**src/core/plx_pkg.sv**
```systemverilog
// ****************************************************
// port latch and crossbar control constants
// ****************************************************
package plx_pkg;

  // ****************************************************
  // register offsets on the special function register bus
  // ****************************************************
  localparam logic [7:0] PLX_PORT0_ADDR = 8'h80; // port0_pin_latch
  localparam logic [7:0] PLX_PORT1_ADDR = 8'h90; // port1 latch
  localparam logic [7:0] PLX_PORT2_ADDR = 8'ha0; // port2_pin_latch
  localparam logic [7:0] PLX_XBR2_ADDR = 8'he2; // crossbar_config_second

  // ****************************************************
  // reset values
  // ****************************************************
  localparam logic [7:0] PLX_PORT0_RST = 8'hff; // latches idle high
  localparam logic [7:0] PLX_PORT1_RST = 8'hff;
  localparam logic [7:0] PLX_PORT2_RST = 8'h01;
  localparam logic [7:0] PLX_XBR2_RST = 8'h00;

  // ****************************************************
  // field positions in crossbar_config_second
  // ****************************************************
  localparam int PLX_PU_DIS_BIT = 7; // weak_pullup_disable
  localparam int PLX_XBAR_EN_BIT = 6; // crossbar_enable
  localparam int PLX_TMR1_RT_BIT = 5; // timer1_input_route_en
  localparam int PLX_TMR0_RT_BIT = 4; // timer0_input_route_en
  localparam int PLX_ECLK_RT_BIT = 3; // counter_array_ext_clk_route_en
  localparam int PLX_CMSEL_LSB = 0; // compare_module_route_sel, 2 bits
  localparam logic [7:0] PLX_XBR2_WMASK = 8'hfb; // bit 2 unused

  // ****************************************************
  // pin counts and bit addressing
  // ****************************************************
  localparam int PLX_NPINS = 17; // port0 8, port1 8, port2 1
  localparam logic [7:0] PLX_PORT2_WMASK = 8'h01; // only one port2 pin
  localparam logic [7:0] PLX_BIT_BASE_MASK = 8'hf8; // bit address -> byte

endpackage : plx_pkg

```
**src/core/plx_pin_cell.sv**
```systemverilog
`timescale 1ns/1ps
`default_nettype none
// ****************************************************
// one port pin: driver, pull-up and receiver gating
// ****************************************************
module plx_pin_cell (
  input wire logic clock,
  input wire logic sys_rst,
  input wire logic latch_bit, // port latch value for this pin
  input wire logic xbar_en, // crossbar enable
  input wire logic weak_pud, // global weak pull-up disable
  input wire logic periph_sel, // crossbar gave pin to a peripheral
  input wire logic periph_out, // peripheral drive value
  input wire logic push_pull, // 1 push-pull, 0 open-drain
  input wire logic digital_in, // 1 digital, 0 analog
  input wire logic pin_in, // raw pin level
  output logic pin_out_reg, // driven level
  output logic pin_oe_reg, // driver on
  output logic pin_pullup_reg, // weak pull-up on
  output logic pin_level // receiver level, 0 when analog
);

  logic drive_val; // value the pin should show
  logic oe_next;
  logic out_next;
  logic pu_next;

  // ****************************************************
  // combinational pin decision
  // ****************************************************
  always_comb begin
    // unassigned pins fall back to the latch
    drive_val = (xbar_en && periph_sel) ? periph_out : latch_bit;
    if (!digital_in || !xbar_en) begin
      // analog pins and a disabled crossbar never drive
      oe_next = 1'b0;
      out_next = 1'b0;
    end else if (push_pull) begin
      oe_next = 1'b1;
      out_next = drive_val;
    end else begin
      // open-drain only ever pulls low
      oe_next = ~drive_val;
      out_next = 1'b0;
    end
    // pull-up only on idle-high open-drain digital pins
    pu_next = ~weak_pud & digital_in & ~push_pull & ~oe_next;
  end

  // receiver disabled on analog pins, reads as zero
  assign pin_level = digital_in & pin_in;

  // ****************************************************
  // registered pin controls
  // ****************************************************
  always_ff @(posedge clock or posedge sys_rst) begin
    if (sys_rst) begin
      pin_out_reg <= 1'b0;
      pin_oe_reg <= 1'b0;
      pin_pullup_reg <= 1'b0;
    end else begin
      pin_out_reg <= out_next;
      pin_oe_reg <= oe_next;
      pin_pullup_reg <= pu_next;
    end
  end

endmodule // plx_pin_cell
`default_nettype wire

```
**src/core/plx_port_latch.sv**
```systemverilog
`timescale 1ns/1ps
`default_nettype none
//
// Contract
// - unassigned digital pins act as latch-driven I/O
// - three ports byte and bit addressable
// - write stores latch, latch drives pin
// - ordinary read returns sampled pin levels
// - read-modify-write reads latch, writes back
// - latch read for all listed modify ops
// - timer1 input routed only when bit set
// - counter clock input routed only when set
// - crossbar enable gates all routing
// - port drivers off while crossbar disabled
// - weak pull-up on open-drain non-low pins
// - analog pins: no pull-up, driver, receiver
module plx_port_latch
  import plx_pkg::*;
(
  input wire logic clock,
  input wire logic sys_rst,
  // ****************************************************
  // special function register bus
  // ****************************************************
  input wire logic [7:0] sfr_addr, // byte address
  input wire logic [7:0] sfr_wdata,
  input wire logic sfr_wr, // byte write strobe
  input wire logic sfr_rd, // byte read strobe
  input wire logic [7:0] sfr_bit_addr, // bit address
  input wire logic sfr_bit_wdata,
  input wire logic sfr_bit_wr, // bit write strobe
  input wire logic sfr_bit_rd, // bit read strobe
  input wire logic sfr_rmw, // read is half of a modify op
  output logic [7:0] sfr_rdata_reg, // byte read data
  output logic sfr_bit_rdata_reg, // bit read data
  // ****************************************************
  // pins and pin configuration
  // ****************************************************
  input wire logic [16:0] pin_in,
  output logic [16:0] pin_out_reg,
  output logic [16:0] pin_oe_reg,
  output logic [16:0] pin_pullup_reg,
  input wire logic [16:0] port_output_mode_reg, // 1 push-pull
  input wire logic [16:0] port_input_mode_reg, // 1 digital
  input wire logic [16:0] periph_sel, // from priority decoder
  input wire logic [16:0] periph_out,
  // ****************************************************
  // routing enables to the priority decoder
  // ****************************************************
  output logic timer1_input_route_en_reg,
  output logic timer0_input_route_en_reg,
  output logic counter_array_ext_clk_route_en_reg,
  output logic [2:0] compare_module_route_reg, // one bit per module
  output logic crossbar_enable_reg,
  output logic weak_pullup_disable_reg
);

  // ****************************************************
  // storage
  // ****************************************************
  logic [7:0] port0_latch_reg;
  logic [7:0] port1_latch_reg;
  logic [7:0] port2_latch_reg;
  logic [7:0] xbr2_reg; // crossbar_config_second
  logic [16:0] latch_vec; // latches flattened to pins
  logic [16:0] pin_level; // receiver levels
  logic [23:0] level_pad; // pin levels padded to three bytes
  logic [23:0] latch_pad; // latches padded to three bytes
  logic [7:0] bit_base; // byte holding an addressed bit
  logic [2:0] bit_idx;
  logic [7:0] rdata_next;
  logic bit_rdata_next;

  assign latch_vec = {port2_latch_reg[0], port1_latch_reg, port0_latch_reg};
  assign level_pad = {7'h00, pin_level};
  assign latch_pad = {7'h00, latch_vec};
  assign bit_base = sfr_bit_addr & PLX_BIT_BASE_MASK;
  assign bit_idx = sfr_bit_addr[2:0];

  // ****************************************************
  // port latches, byte and bit writes
  // ****************************************************
  // byte write wins if the core ever issues both at once
  always_ff @(posedge clock or posedge sys_rst) begin
    if (sys_rst) begin
      port0_latch_reg <= PLX_PORT0_RST;
      port1_latch_reg <= PLX_PORT1_RST;
      port2_latch_reg <= PLX_PORT2_RST;
    end else if (sfr_wr) begin
      // modify ops write their result back here too
      case (sfr_addr)
        PLX_PORT0_ADDR: port0_latch_reg <= sfr_wdata;
        PLX_PORT1_ADDR: port1_latch_reg <= sfr_wdata;
        PLX_PORT2_ADDR: port2_latch_reg <= sfr_wdata & PLX_PORT2_WMASK;
        default: begin
          // other addresses belong elsewhere
        end
      endcase
    end else if (sfr_bit_wr) begin
      // bit move, clear and set land in one latch bit
      case (bit_base)
        PLX_PORT0_ADDR: port0_latch_reg[bit_idx] <= sfr_bit_wdata;
        PLX_PORT1_ADDR: port1_latch_reg[bit_idx] <= sfr_bit_wdata;
        PLX_PORT2_ADDR: begin
          if (bit_idx == 3'h0) begin
            port2_latch_reg[0] <= sfr_bit_wdata;
          end
        end
        default: begin
          // not a port bit
        end
      endcase
    end
  end

  // ****************************************************
  // crossbar_config_second
  // ****************************************************
  always_ff @(posedge clock or posedge sys_rst) begin
    if (sys_rst) begin
      xbr2_reg <= PLX_XBR2_RST;
    end else if (sfr_wr && sfr_addr == PLX_XBR2_ADDR) begin
      xbr2_reg <= sfr_wdata & PLX_XBR2_WMASK;
    end
  end

  // ****************************************************
  // read mux: pins normally, latch for modify ops
  // ****************************************************
  always_comb begin
    rdata_next = 8'h00; // unmapped reads as zero
    bit_rdata_next = 1'b0;
    case (sfr_addr)
      PLX_PORT0_ADDR: rdata_next = sfr_rmw ? port0_latch_reg : level_pad[7:0];
      PLX_PORT1_ADDR: rdata_next = sfr_rmw ? port1_latch_reg : level_pad[15:8];
      PLX_PORT2_ADDR: rdata_next = sfr_rmw ? port2_latch_reg : level_pad[23:16];
      PLX_XBR2_ADDR: rdata_next = xbr2_reg;
      default: rdata_next = 8'h00;
    endcase
    // jump-and-clear and bit modify ops see the latch
    case (bit_base)
      PLX_PORT0_ADDR: bit_rdata_next = sfr_rmw ? latch_pad[bit_idx] : level_pad[bit_idx];
      PLX_PORT1_ADDR: bit_rdata_next = sfr_rmw ? latch_pad[{2'b01, bit_idx}] : level_pad[{2'b01, bit_idx}];
      PLX_PORT2_ADDR: bit_rdata_next = sfr_rmw ? latch_pad[{2'b10, bit_idx}] : level_pad[{2'b10, bit_idx}];
      default: bit_rdata_next = 1'b0;
    endcase
  end

  // read data holds until the next read strobe
  always_ff @(posedge clock or posedge sys_rst) begin
    if (sys_rst) begin
      sfr_rdata_reg <= 8'h00;
      sfr_bit_rdata_reg <= 1'b0;
    end else begin
      if (sfr_rd) begin
        sfr_rdata_reg <= rdata_next;
      end
      if (sfr_bit_rd) begin
        sfr_bit_rdata_reg <= bit_rdata_next;
      end
    end
  end

  // ****************************************************
  // routing enables, all gated by the crossbar enable
  // ****************************************************
  always_ff @(posedge clock or posedge sys_rst) begin
    if (sys_rst) begin
      timer1_input_route_en_reg <= 1'b0;
      timer0_input_route_en_reg <= 1'b0;
      counter_array_ext_clk_route_en_reg <= 1'b0;
      compare_module_route_reg <= 3'h0;
      crossbar_enable_reg <= 1'b0;
      weak_pullup_disable_reg <= 1'b0;
    end else begin
      crossbar_enable_reg <= xbr2_reg[PLX_XBAR_EN_BIT];
      weak_pullup_disable_reg <= xbr2_reg[PLX_PU_DIS_BIT];
      timer1_input_route_en_reg <= xbr2_reg[PLX_XBAR_EN_BIT] & xbr2_reg[PLX_TMR1_RT_BIT];
      timer0_input_route_en_reg <= xbr2_reg[PLX_XBAR_EN_BIT] & xbr2_reg[PLX_TMR0_RT_BIT];
      counter_array_ext_clk_route_en_reg <= xbr2_reg[PLX_XBAR_EN_BIT] & xbr2_reg[PLX_ECLK_RT_BIT];
      if (!xbr2_reg[PLX_XBAR_EN_BIT]) begin
        compare_module_route_reg <= 3'h0;
      end else begin
        // thermometer decode of the module count
        case (xbr2_reg[PLX_CMSEL_LSB +: 2])
          2'b00: compare_module_route_reg <= 3'h0;
          2'b01: compare_module_route_reg <= 3'h1;
          2'b10: compare_module_route_reg <= 3'h3;
          2'b11: compare_module_route_reg <= 3'h7;
          default: compare_module_route_reg <= 3'h0;
        endcase
      end
    end
  end

  // ****************************************************
  // per-pin cells
  // ****************************************************
  genvar gi;
  generate
    for (gi = 0; gi < PLX_NPINS; gi = gi + 1) begin : g_pin
      plx_pin_cell u_cell (
        .clock(clock),
        .sys_rst(sys_rst),
        .latch_bit(latch_vec[gi]),
        .xbar_en(xbr2_reg[PLX_XBAR_EN_BIT]),
        .weak_pud(xbr2_reg[PLX_PU_DIS_BIT]),
        .periph_sel(periph_sel[gi]),
        .periph_out(periph_out[gi]),
        .push_pull(port_output_mode_reg[gi]),
        .digital_in(port_input_mode_reg[gi]),
        .pin_in(pin_in[gi]),
        .pin_out_reg(pin_out_reg[gi]),
        .pin_oe_reg(pin_oe_reg[gi]),
        .pin_pullup_reg(pin_pullup_reg[gi]),
        .pin_level(pin_level[gi])
      );
    end
  endgenerate

endmodule // plx_port_latch
`default_nettype wire

```
**config.mk**
```make
export PLATFORM = sky130hd
export DESIGN_NAME = plx_port_latch
export DESIGN_NICKNAME = d
export VERILOG_FILES = /design/src/core/plx_pkg.sv /design/src/core/plx_pin_cell.sv /design/src/core/plx_port_latch.sv
export SDC_FILE = /design/constraint.sdc
export NUM_CORES = 1
export LEC_CHECK = 0
export BUFFER_PORTS_ARGS = -buffer_cell sky130_fd_sc_hd__buf_2
export CORE_MARGIN = 3
export CORE_UTILIZATION = 30
export DETAILED_ROUTE_END_ITERATION = 8
export SLEW_MARGIN = 20
export SYNTH_ARGS = -nofsm -noshare
export SYNTH_HDL_FRONTEND = slang
export SYNTH_HIERARCHICAL = 1
export SYNTH_SLANG_ARGS = --single-unit
```
**constraint.sdc**
```tcl
create_clock -name clock -period 2.5 [get_ports clock]
set_input_delay 0.5 -clock clock [delete_from_list [all_inputs] [get_ports clock]]
set_output_delay 0.5 -clock clock [all_outputs]
set_load 0.01 [all_outputs]
```
======== Word level (Yosys, flattened, before mapping) ========
Index checks and enable logic that the tools add are counted.
cells by class
  magnitude comparators ................... 5
  bitwise gates (word level) .............. 123
  eq/ne operators ......................... 13
  reduce and logical (&&, ||, !) cells .... 64
  mux-type cells .......................... 124
operator list
  cell                                                                                  count
  1-bit 2-to-1 mux                                                                      101
  8-bit 2-to-1 mux                                                                      10
  1-bit AND                                                                             71
  1-bit inverter                                                                        52
  8-bit equality test (second input constant)                                           4
  8-bit one-hot mux with 4 select lines                                                 1
  1-bit logical AND                                                                     19
  1-bit binary-select mux with 3-bit select                                             6
  1-bit logical NOT                                                                     18
  1-bit logical OR                                                                      17
  8-bit bitwise mux                                                                     2
  5-bit equality test (second input constant)                                           3
  3-bit one-hot mux with 4 select lines                                                 1
  2-bit nonzero test                                                                    5
  3-bit by 6-bit less-than comparator with 1-bit output (second input constant)         1
  4-bit by 6-bit less-than comparator with 1-bit output (second input constant)         1
  5-bit by 6-bit less-than comparator with 1-bit output (second input constant)         1
  2-bit by 1-bit != test with 1-bit output (second input constant)                      3
  3-bit AND reduction                                                                   2
  2-bit equality test (second input constant)                                           2
  3-bit by 4-bit less-than comparator with 1-bit output (second input constant)         1
  4-bit AND reduction                                                                   1
  1-bit demux with 3-bit select                                                         1
  3-bit by 1-bit greater-or-equal comparator with 1-bit output (second input constant)  1
  5 further kinds                                                                       5
storage, ports and cells
  word-level logic and storage cells ...... 392
  bits of input ports ..................... 117
  output and inout bits ................... 68
  register bits after elaboration ......... 92

======== Longest topological paths before layout ========
Gate-level depths: netlist (run 1).
  word-level depth ........................ 8
  mapped depth ............................ 7
  gate-level depth less buffers ........... 6

======== Hierarchy ========
Netlist (run 1), hierarchy kept.
by module, submodules not included
  module          area each (um^2)  cells each  times used
  plx_port_latch  2523.7            230         1
  plx_pin_cell    132.6             11          17

======== Worst setup path after synthesis (run 1) ========
OpenSTA, ideal clock, no wires.
  kind .................................... input to register
  from .................................... input port sfr_bit_addr[2]
  to ...................................... register sfr_bit_rdata_reg
  stages on the path ...................... 6
  setup slack ............................. 353 ps
  setup time .............................. 129 ps
  arrival ................................. 2018 ps
  cells stage by stage .................... clkbuf_1 > clkbuf_1 > mux4_2 > mux4_2 > mux2i_1 > o21ai_0
on the way
  longest elaborated chain between the ends .. 4
RTL lines
  what                                                                 line                                                                 source
  start, declared                                                      plx_port_latch.sv:29                                                 input wire logic [7:0] sfr_bit_addr,
  1-bit binary-select mux with 3-bit select, on equally long branches  plx_port_latch.sv:144, plx_port_latch.sv:142, plx_port_latch.sv:143
  1-bit 2-to-1 mux, on equally long branches (2 in series)             plx_port_latch.sv:144, plx_port_latch.sv:142, plx_port_latch.sv:143
  1-bit one-hot mux with 3 select lines (*)                            plx_port_latch.sv:141                                                case (bit_base)
  end signal, assigned                                                 plx_port_latch.sv:159                                                sfr_bit_rdata_reg <= bit_rdata_next;
  end, declared                                                        plx_port_latch.sv:35                                                 output logic sfr_bit_rdata_reg,
Every way passes the cells marked *; elsewhere a longest branch is shown, timed or not. The select of a mux whose other input is x is not followed.
A chain may end at the register's enable or synchronous reset.

======== Final worst setup path (run 1) ========
  from .................................... input port sfr_bit_addr[0]
  to ...................................... register sfr_bit_rdata_reg
The elaborated chain is that of the path after synthesis.

==> results.sh, run 1 <==
export IMPL_outcome="finished, final reports clean"
export IMPL_antenna_found_initial=1
export IMPL_maxSlewHeadroom_pct=48.0
export IMPL_clock_path_buffers=2
export IMPL_fin_nets=724
export IMPL_final_max_slew_violation_count=0
export IMPL_maxCapViolCount=0
export IMPL_start_util_pct=31.1
export IMPL_synthFlopType="dfrtp_1"
export IMPL_htreeDepth=3
export IMPL_crit_type="in -> reg"
export IMPL_die_h_microns=132
export IMPL_grt_pass1_vias=4267
export IMPL_syn_num_nets=534
export IMPL_synth_cell_types=50
export IMPL_drive_above_1_share_pct=47.1
export IMPL_start_kind="input port"
export IMPL_n_fill_cell=1532
export IMPL_fin_setup_tns_ns=0
export IMPL_route_detailed_drc=0
export IMPL_cts_setup_buffers=0
export IMPL_io_pins=185
export IMPL_cts_buffers=9
export IMPL_critPathMaxFanout=18
export IMPL_vias=4147
export IMPL_seq_area_frac_synth_pct=48.6
export IMPL_p_leak_nw=3.26
export IMPL_clock_sink_count=92
export IMPL_hold_viol_final=0
export IMPL_synth_edf_count=0
export IMPL_grt_pass1_wl_microns=23800
export IMPL_min_period_ns=1.95
export IMPL_fp_dieW_microns=132
export IMPL_synth_most_common_cell="dfrtp_1"
export IMPL_synth_area_sq_mm=0.00478
export IMPL_root_buffer="clkbuf_16"
export IMPL_synth_common_cells="dfrtp_1, inv_1, nor2_1, o21ai_0, nand3_1"
export IMPL_fin_util_pct=41.0
export IMPL_diodes=0
export IMPL_endpoint_kind="flop"
export IMPL_cp_startpoint="sfr_bit_addr[0]"
export IMPL_clk_pin_slew_ns=0.07
export IMPL_grt_overflow_total=0
export IMPL_core_sq_mm=0.0154
export IMPL_avgViaCountPerCell=5.04
export IMPL_hold_buffers=0
export IMPL_ant_nets=0
export IMPL_clk_insertion_delay_late_ns=0.35
export IMPL_grt_max_degree=41
export IMPL_async_reset_ff_share_pct=100
export IMPL_reg2reg_slack_ns=0.77
export IMPL_peakVddDrop_mv=0.328
export IMPL_r2r_end="sfr_bit_rdata_reg"
export IMPL_ys_seq_elements=92
export IMPL_first_pass_iters=4
export IMPL_portBuffers=184
export IMPL_synth_top_cells_by_area="dfrtp_1, dfstp_2, a2111oi_2, mux2_2, mux4_2"
export IMPL_rr_worst_depth=4
export IMPL_area_growth_pct=31.8
export IMPL_max_clock_freq_ghz=0.512
export IMPL_rsz0062_at_grt="false"
export IMPL_hpwl_microns=12100
export IMPL_dieArea_sq_mm=0.0175
export IMPL_r2r_start="port1_latch_reg[7]"
export IMPL_hold_class="in -> async"
export IMPL_yosysWarnings=6
export IMPL_row_count=45
export IMPL_wl_microns=15300
export IMPL_p_per_area_mw_per_mm2=582
export IMPL_cts_tree="built"
export IMPL_synth_cells=417
export IMPL_worstPathRequired_ns=2.71
export IMPL_fin_skew_ns=0.00676
export IMPL_tightest_slew_ns=0.780
export IMPL_cts_resized=0
export IMPL_grtUsageTotal_pct=17.6
export IMPL_setup_viol=0
export IMPL_yosysTopAreaCell="dfrtp_1"
export IMPL_route_detailed_wl_per_inst_microns=18.6
export IMPL_syn_avg_cell_area_sq_um=11.5
export IMPL_place_gp_congestion=0.846
export IMPL_cp_arrival_ns=2.16
export IMPL_drt_iter0_markers=190
export IMPL_synth_top_cell_area_share_pct=39.3
export IMPL_fin_crit_sh_pct=78.1
[area by class of cell]
class	instances	area (sq um)	share of cell area, %
flip-flops and latches	92	2320	36.9
multi-input cells	265	2210	35.1
repair buffers	195	1000	15.9
well taps	211	264	4.19
clock buffers	11	233	3.69
inverters	44	165	2.62
clock inverters	5	100	1.59
[logic make-up (layout without fill, tap and decap cells)]
kind of cell           Yosys count  after routing  synth area share (%)
AO/OA/AOI/OAI                  106            106                  18.7
multiplexers                    52             52                  14.3
flip-flops                      92             92                  48.6
buffers and inverters           60            255                  5.16
AND/OR/NAND/NOR                107            107                  13.1
[worst max-delay path by stage]
stage                               endpoint
after floorplan            sfr_bit_rdata_reg
after global placement     sfr_bit_rdata_reg
after detailed placement   sfr_bit_rdata_reg
after CTS                 port0_latch_reg[7]
after global routing      port0_latch_reg[7]
final                      sfr_bit_rdata_reg
[layer usage]
layer  GRT usage, %  share of wire, %  up-vias
met3           3.89               6.7       16
met4           5.95               1.4        2
met1           22.4                42     2056
li1               -                 -     1916
met2           29.6                50      157
met5              0             0.085        -
[per-stage QoR]
| stage | setup slack, ns | hold WS (ns) | instances | cell area (sq um) | total power [mW] |
|---|---|---|---|---|---|
| after floorplan | 0.353 | 0.254 | 417 | 4780 | 1.89 |
| after global placement | 0.261 | 0.426 | 807 | 5970 | 2.14 |
| after detailed placement | 0.188 | 0.419 | 807 | 5970 | 2.15 |
| after CTS | 0.555 | 0.0393 | 823 | 6300 | 3.72 |
| after global routing | 0.440 | 0.0391 | 823 | 6300 | 3.83 |
| final | 0.547 | 0.0447 | 823 | 6300 | 3.67 |
[where the power goes]
group / total (mW) / internal, mW / switching [mW]
registers: 1.63 / 1.56 / 0.0612
logic: 0.495 / 0.219 / 0.276
clock network: 1.55 / 0.975 / 0.574
[layout by cell type (no fill, tap or decap), types with 2 or more instances in the layout]
cell       Yosys  layout
nand4_1        3       3
inv_1         44      44
o22ai_1        6       6
dfstp_2       17      17
nor2_1        28      28
nand3_1       23      23
mux2_2        22      22
dfrtp_1       75      74
mux4_2        11      11
nand4b_1       2       2
a22o_1         6       6
a2111oi_2     17      17
nor2b_1        3       3
buf_4          1      11
a22oi_1        6       6
and3b_1        2       2
mux2i_1       19      19
o21ai_0       24      24
clkinv_2       0       2
clkbuf_1       7       2
nor3b_1        2       2
clkbuf_16      0       9
and2_1        21      21
nand2_1       10      10
a21oi_1        8       8
a32oi_1        4       4
o21ai_1        3       3
o211a_1       17      17
o211ai_1       6       6
bufinv_16      0       3
nor4b_1        2       2
nor4b_4        2       2
buf_2          2     184
[critical path, stage by stage]
cell	delay, ns
buf_2	0.36
mux4_2	0.58
mux4_2	0.47
mux2i_1	0.13
o21ai_0	0.11
No activity file was read; power rests on OpenSTA's default activity.
==> run 2: changes to the inputs <==
- ABC_AREA: unset -> 1
- clock period: 2.5 -> 1.6 ns (I/O delays scaled with it)
==> results.sh, run 2 <==
export IMPL_outcome="finished, final reports clean"
export IMPL_clk_pin_slew_ns=0.07
export IMPL_synth_common_cells="nand2_1, inv_1, dfrtp_1, nand3_1, a21oi_1"
export IMPL_maxSlewHeadroom_pct=63.6
export IMPL_clock_sink_count=92
export IMPL_post_place_ws_ns=0.0257
export IMPL_synth_area_sq_mm=0.00505
export IMPL_grtUsageTotal_pct=17.0
export IMPL_yosysWarnings=6
export IMPL_clk_insertion_delay_late_ns=0.35
export IMPL_design_area_sq_mm=0.00669
export IMPL_endpoint_kind="flop"
export IMPL_synth_most_common_cell="nand2_1"
export IMPL_synthFlopType="dfrtp_1"
export IMPL_p_leak_nw=3.90
export IMPL_route_detailed_drc=0
export IMPL_route_detailed_wl_per_inst_microns=13.8
export IMPL_cp_arrival_ns=1.62
export IMPL_start_util_pct=31.2
export IMPL_rsz0062_at_grt="false"
export IMPL_max_clock_freq_ghz=0.753
export IMPL_peakVddDrop_mv=0.504
export IMPL_grt_pass1_wl_microns=24200
export IMPL_grt_overflow_total=0
export IMPL_root_buffer="clkbuf_16"
export IMPL_syn_avg_cell_area_sq_um=7.15
export IMPL_vias=5091
export IMPL_fin_worst_hold_slack_ns=0.0350
export IMPL_p_per_area_mw_per_mm2=867
export IMPL_drive_above_1_share_pct=30.1
export IMPL_core_sq_mm=0.0162
export IMPL_hold_class="in -> async"
export IMPL_cts_tree="built"
export IMPL_row_count=46
export IMPL_die_h_microns=136
export IMPL_synth_cell_types=29
export IMPL_maxCapViolCount=0
export IMPL_fin_nets=1025
export IMPL_antenna_found_initial=0
export IMPL_io_pins=185
export IMPL_hold_buffers=0
export IMPL_cts_buffers=9
export IMPL_cts_resized=0
export IMPL_synth_top_cells_by_area="dfrtp_1, nand2_1, dfstp_2, inv_1, nand3_1"
export IMPL_setup_viol=0
export IMPL_placed_area_sq_mm=0.00638
export IMPL_total_power_mw=5.80
export IMPL_rr_worst_depth=12
export IMPL_area_growth_pct=32.6
export IMPL_first_pass_iters=5
export IMPL_start_kind="flop"
export IMPL_synth_cells=706
export IMPL_htreeDepth=3
export IMPL_place_gp_congestion=0.928
export IMPL_grt_max_degree=42
export IMPL_final_cells=1129
export IMPL_grt_pass1_vias=4827
export IMPL_hold_viol_final=0
export IMPL_diodes=0
export IMPL_drt_iter0_markers=225
export IMPL_synth_top_cell_area_share_pct=37.2
export IMPL_wl_microns=15600
export IMPL_hpwl_microns=12500
export IMPL_fp_dieW_microns=136
export IMPL_cp_startpoint="port0_latch_reg[5]"
export IMPL_seq_area_frac_synth_pct=46.0
export IMPL_critPathMaxFanout=4
export IMPL_mostFrequentLayoutCell="nand2_1"
export IMPL_setup_slack_ns=0.273
export IMPL_min_period_ns=1.33
export IMPL_fin_setup_tns_ns=0
export IMPL_dp_cells=1113
export IMPL_clock_path_buffers=2
export IMPL_cts_setup_buffers=0
export IMPL_tightest_slew_ns=0.546
export IMPL_layout_common_cells="nand2_1, buf_2, inv_1, dfrtp_1, nand3_1"
export IMPL_fin_crit_sh_pct=83.0
export IMPL_synth_edf_count=0
export IMPL_worstPathRequired_ns=1.89
export IMPL_ant_nets=0
export IMPL_avgViaCountPerCell=4.51
export IMPL_portBuffers=184
export IMPL_fin_skew_ns=0.0108
export IMPL_syn_num_nets=823
export IMPL_fin_util_pct=41.4
export IMPL_r2r_start="port0_latch_reg[5]"
export IMPL_dieArea_sq_mm=0.0184
export IMPL_async_reset_ff_share_pct=100
export IMPL_final_max_slew_violation_count=0
export IMPL_yosysTopAreaCell="dfrtp_1"
export IMPL_ys_seq_elements=92
export IMPL_crit_type="reg -> reg"
-- run 2: cell types whose count changed after synthesis, sizes merged, moves of 19 or more --
cell	change
a21oi	+34
nand3	+29
mux2i	-19
and2	-21
inv	+83
nand2	+258
-- run 2: logic make-up (layout without fill, tap and decap cells) --
kind of cell / Yosys count / in the layout / share of synthesized area (%)
AND/OR/NAND/NOR: 382 / 382 / 32.4
multiplexers: 5 / 5 / 1.12
AO/OA/AOI/OAI: 86 / 86 / 9.30
flip-flops: 92 / 92 / 46.0
buffers and inverters: 141 / 348 / 11.1
-- run 2: area by class of cell --
cell class	count	area, sq um
Inverter	127	477
Clock buffer	11	243
Sequential cell	92	2320
Timing Repair Buffer	205	1140
Multi-Input combinational cell	473	2160
Fill cell	1700	9480
Clock inverter	5	75.1
Tap cell	216	270
-- run 2: worst paths after layout --
check,endpoint,slack [ns]
max,sfr_bit_rdata_reg,0.27
min,g_pin[11].u_cell/pin_pullup_reg,0.03
max reg2reg,sfr_bit_rdata_reg,0.27
min reg2reg,xbr2_reg[0],0.49
max in group asynchronous,port2_latch_reg[0],1.08
min in group clock,g_pin[12].u_cell/pin_oe_reg,0.21
-- run 2: power by group --
part / switching [mW] / internal, mW
Combinational: 0.548 / 0.362
Sequential: 0.110 / 2.49
Clock: 0.891 / 1.40
-- run 2: critical path: stages, from the launching register on --
cell and delay [ns]:
dfstp_2 0.61, nand2_1 0.07, nand2_1 0.06, nand2_1 0.05
nand2_1 0.05, nand2_1 0.05, nand2_1 0.07, nand2_1 0.05
nand2_1 0.05, nand2_1 0.04, nand3_1 0.09, nand2_1 0.05
inv_1 0.04
-- run 2: layer usage --
layer | share of wire, % | global-route usage [%] | wire (microns)
met2 | 46 | 27.2 | 7160
met4 | 1.2 | 5.15 | 193
met5 | 0 | 0 | 0
met3 | 7.1 | 4.05 | 1100
met1 | 46 | 23.0 | 7140
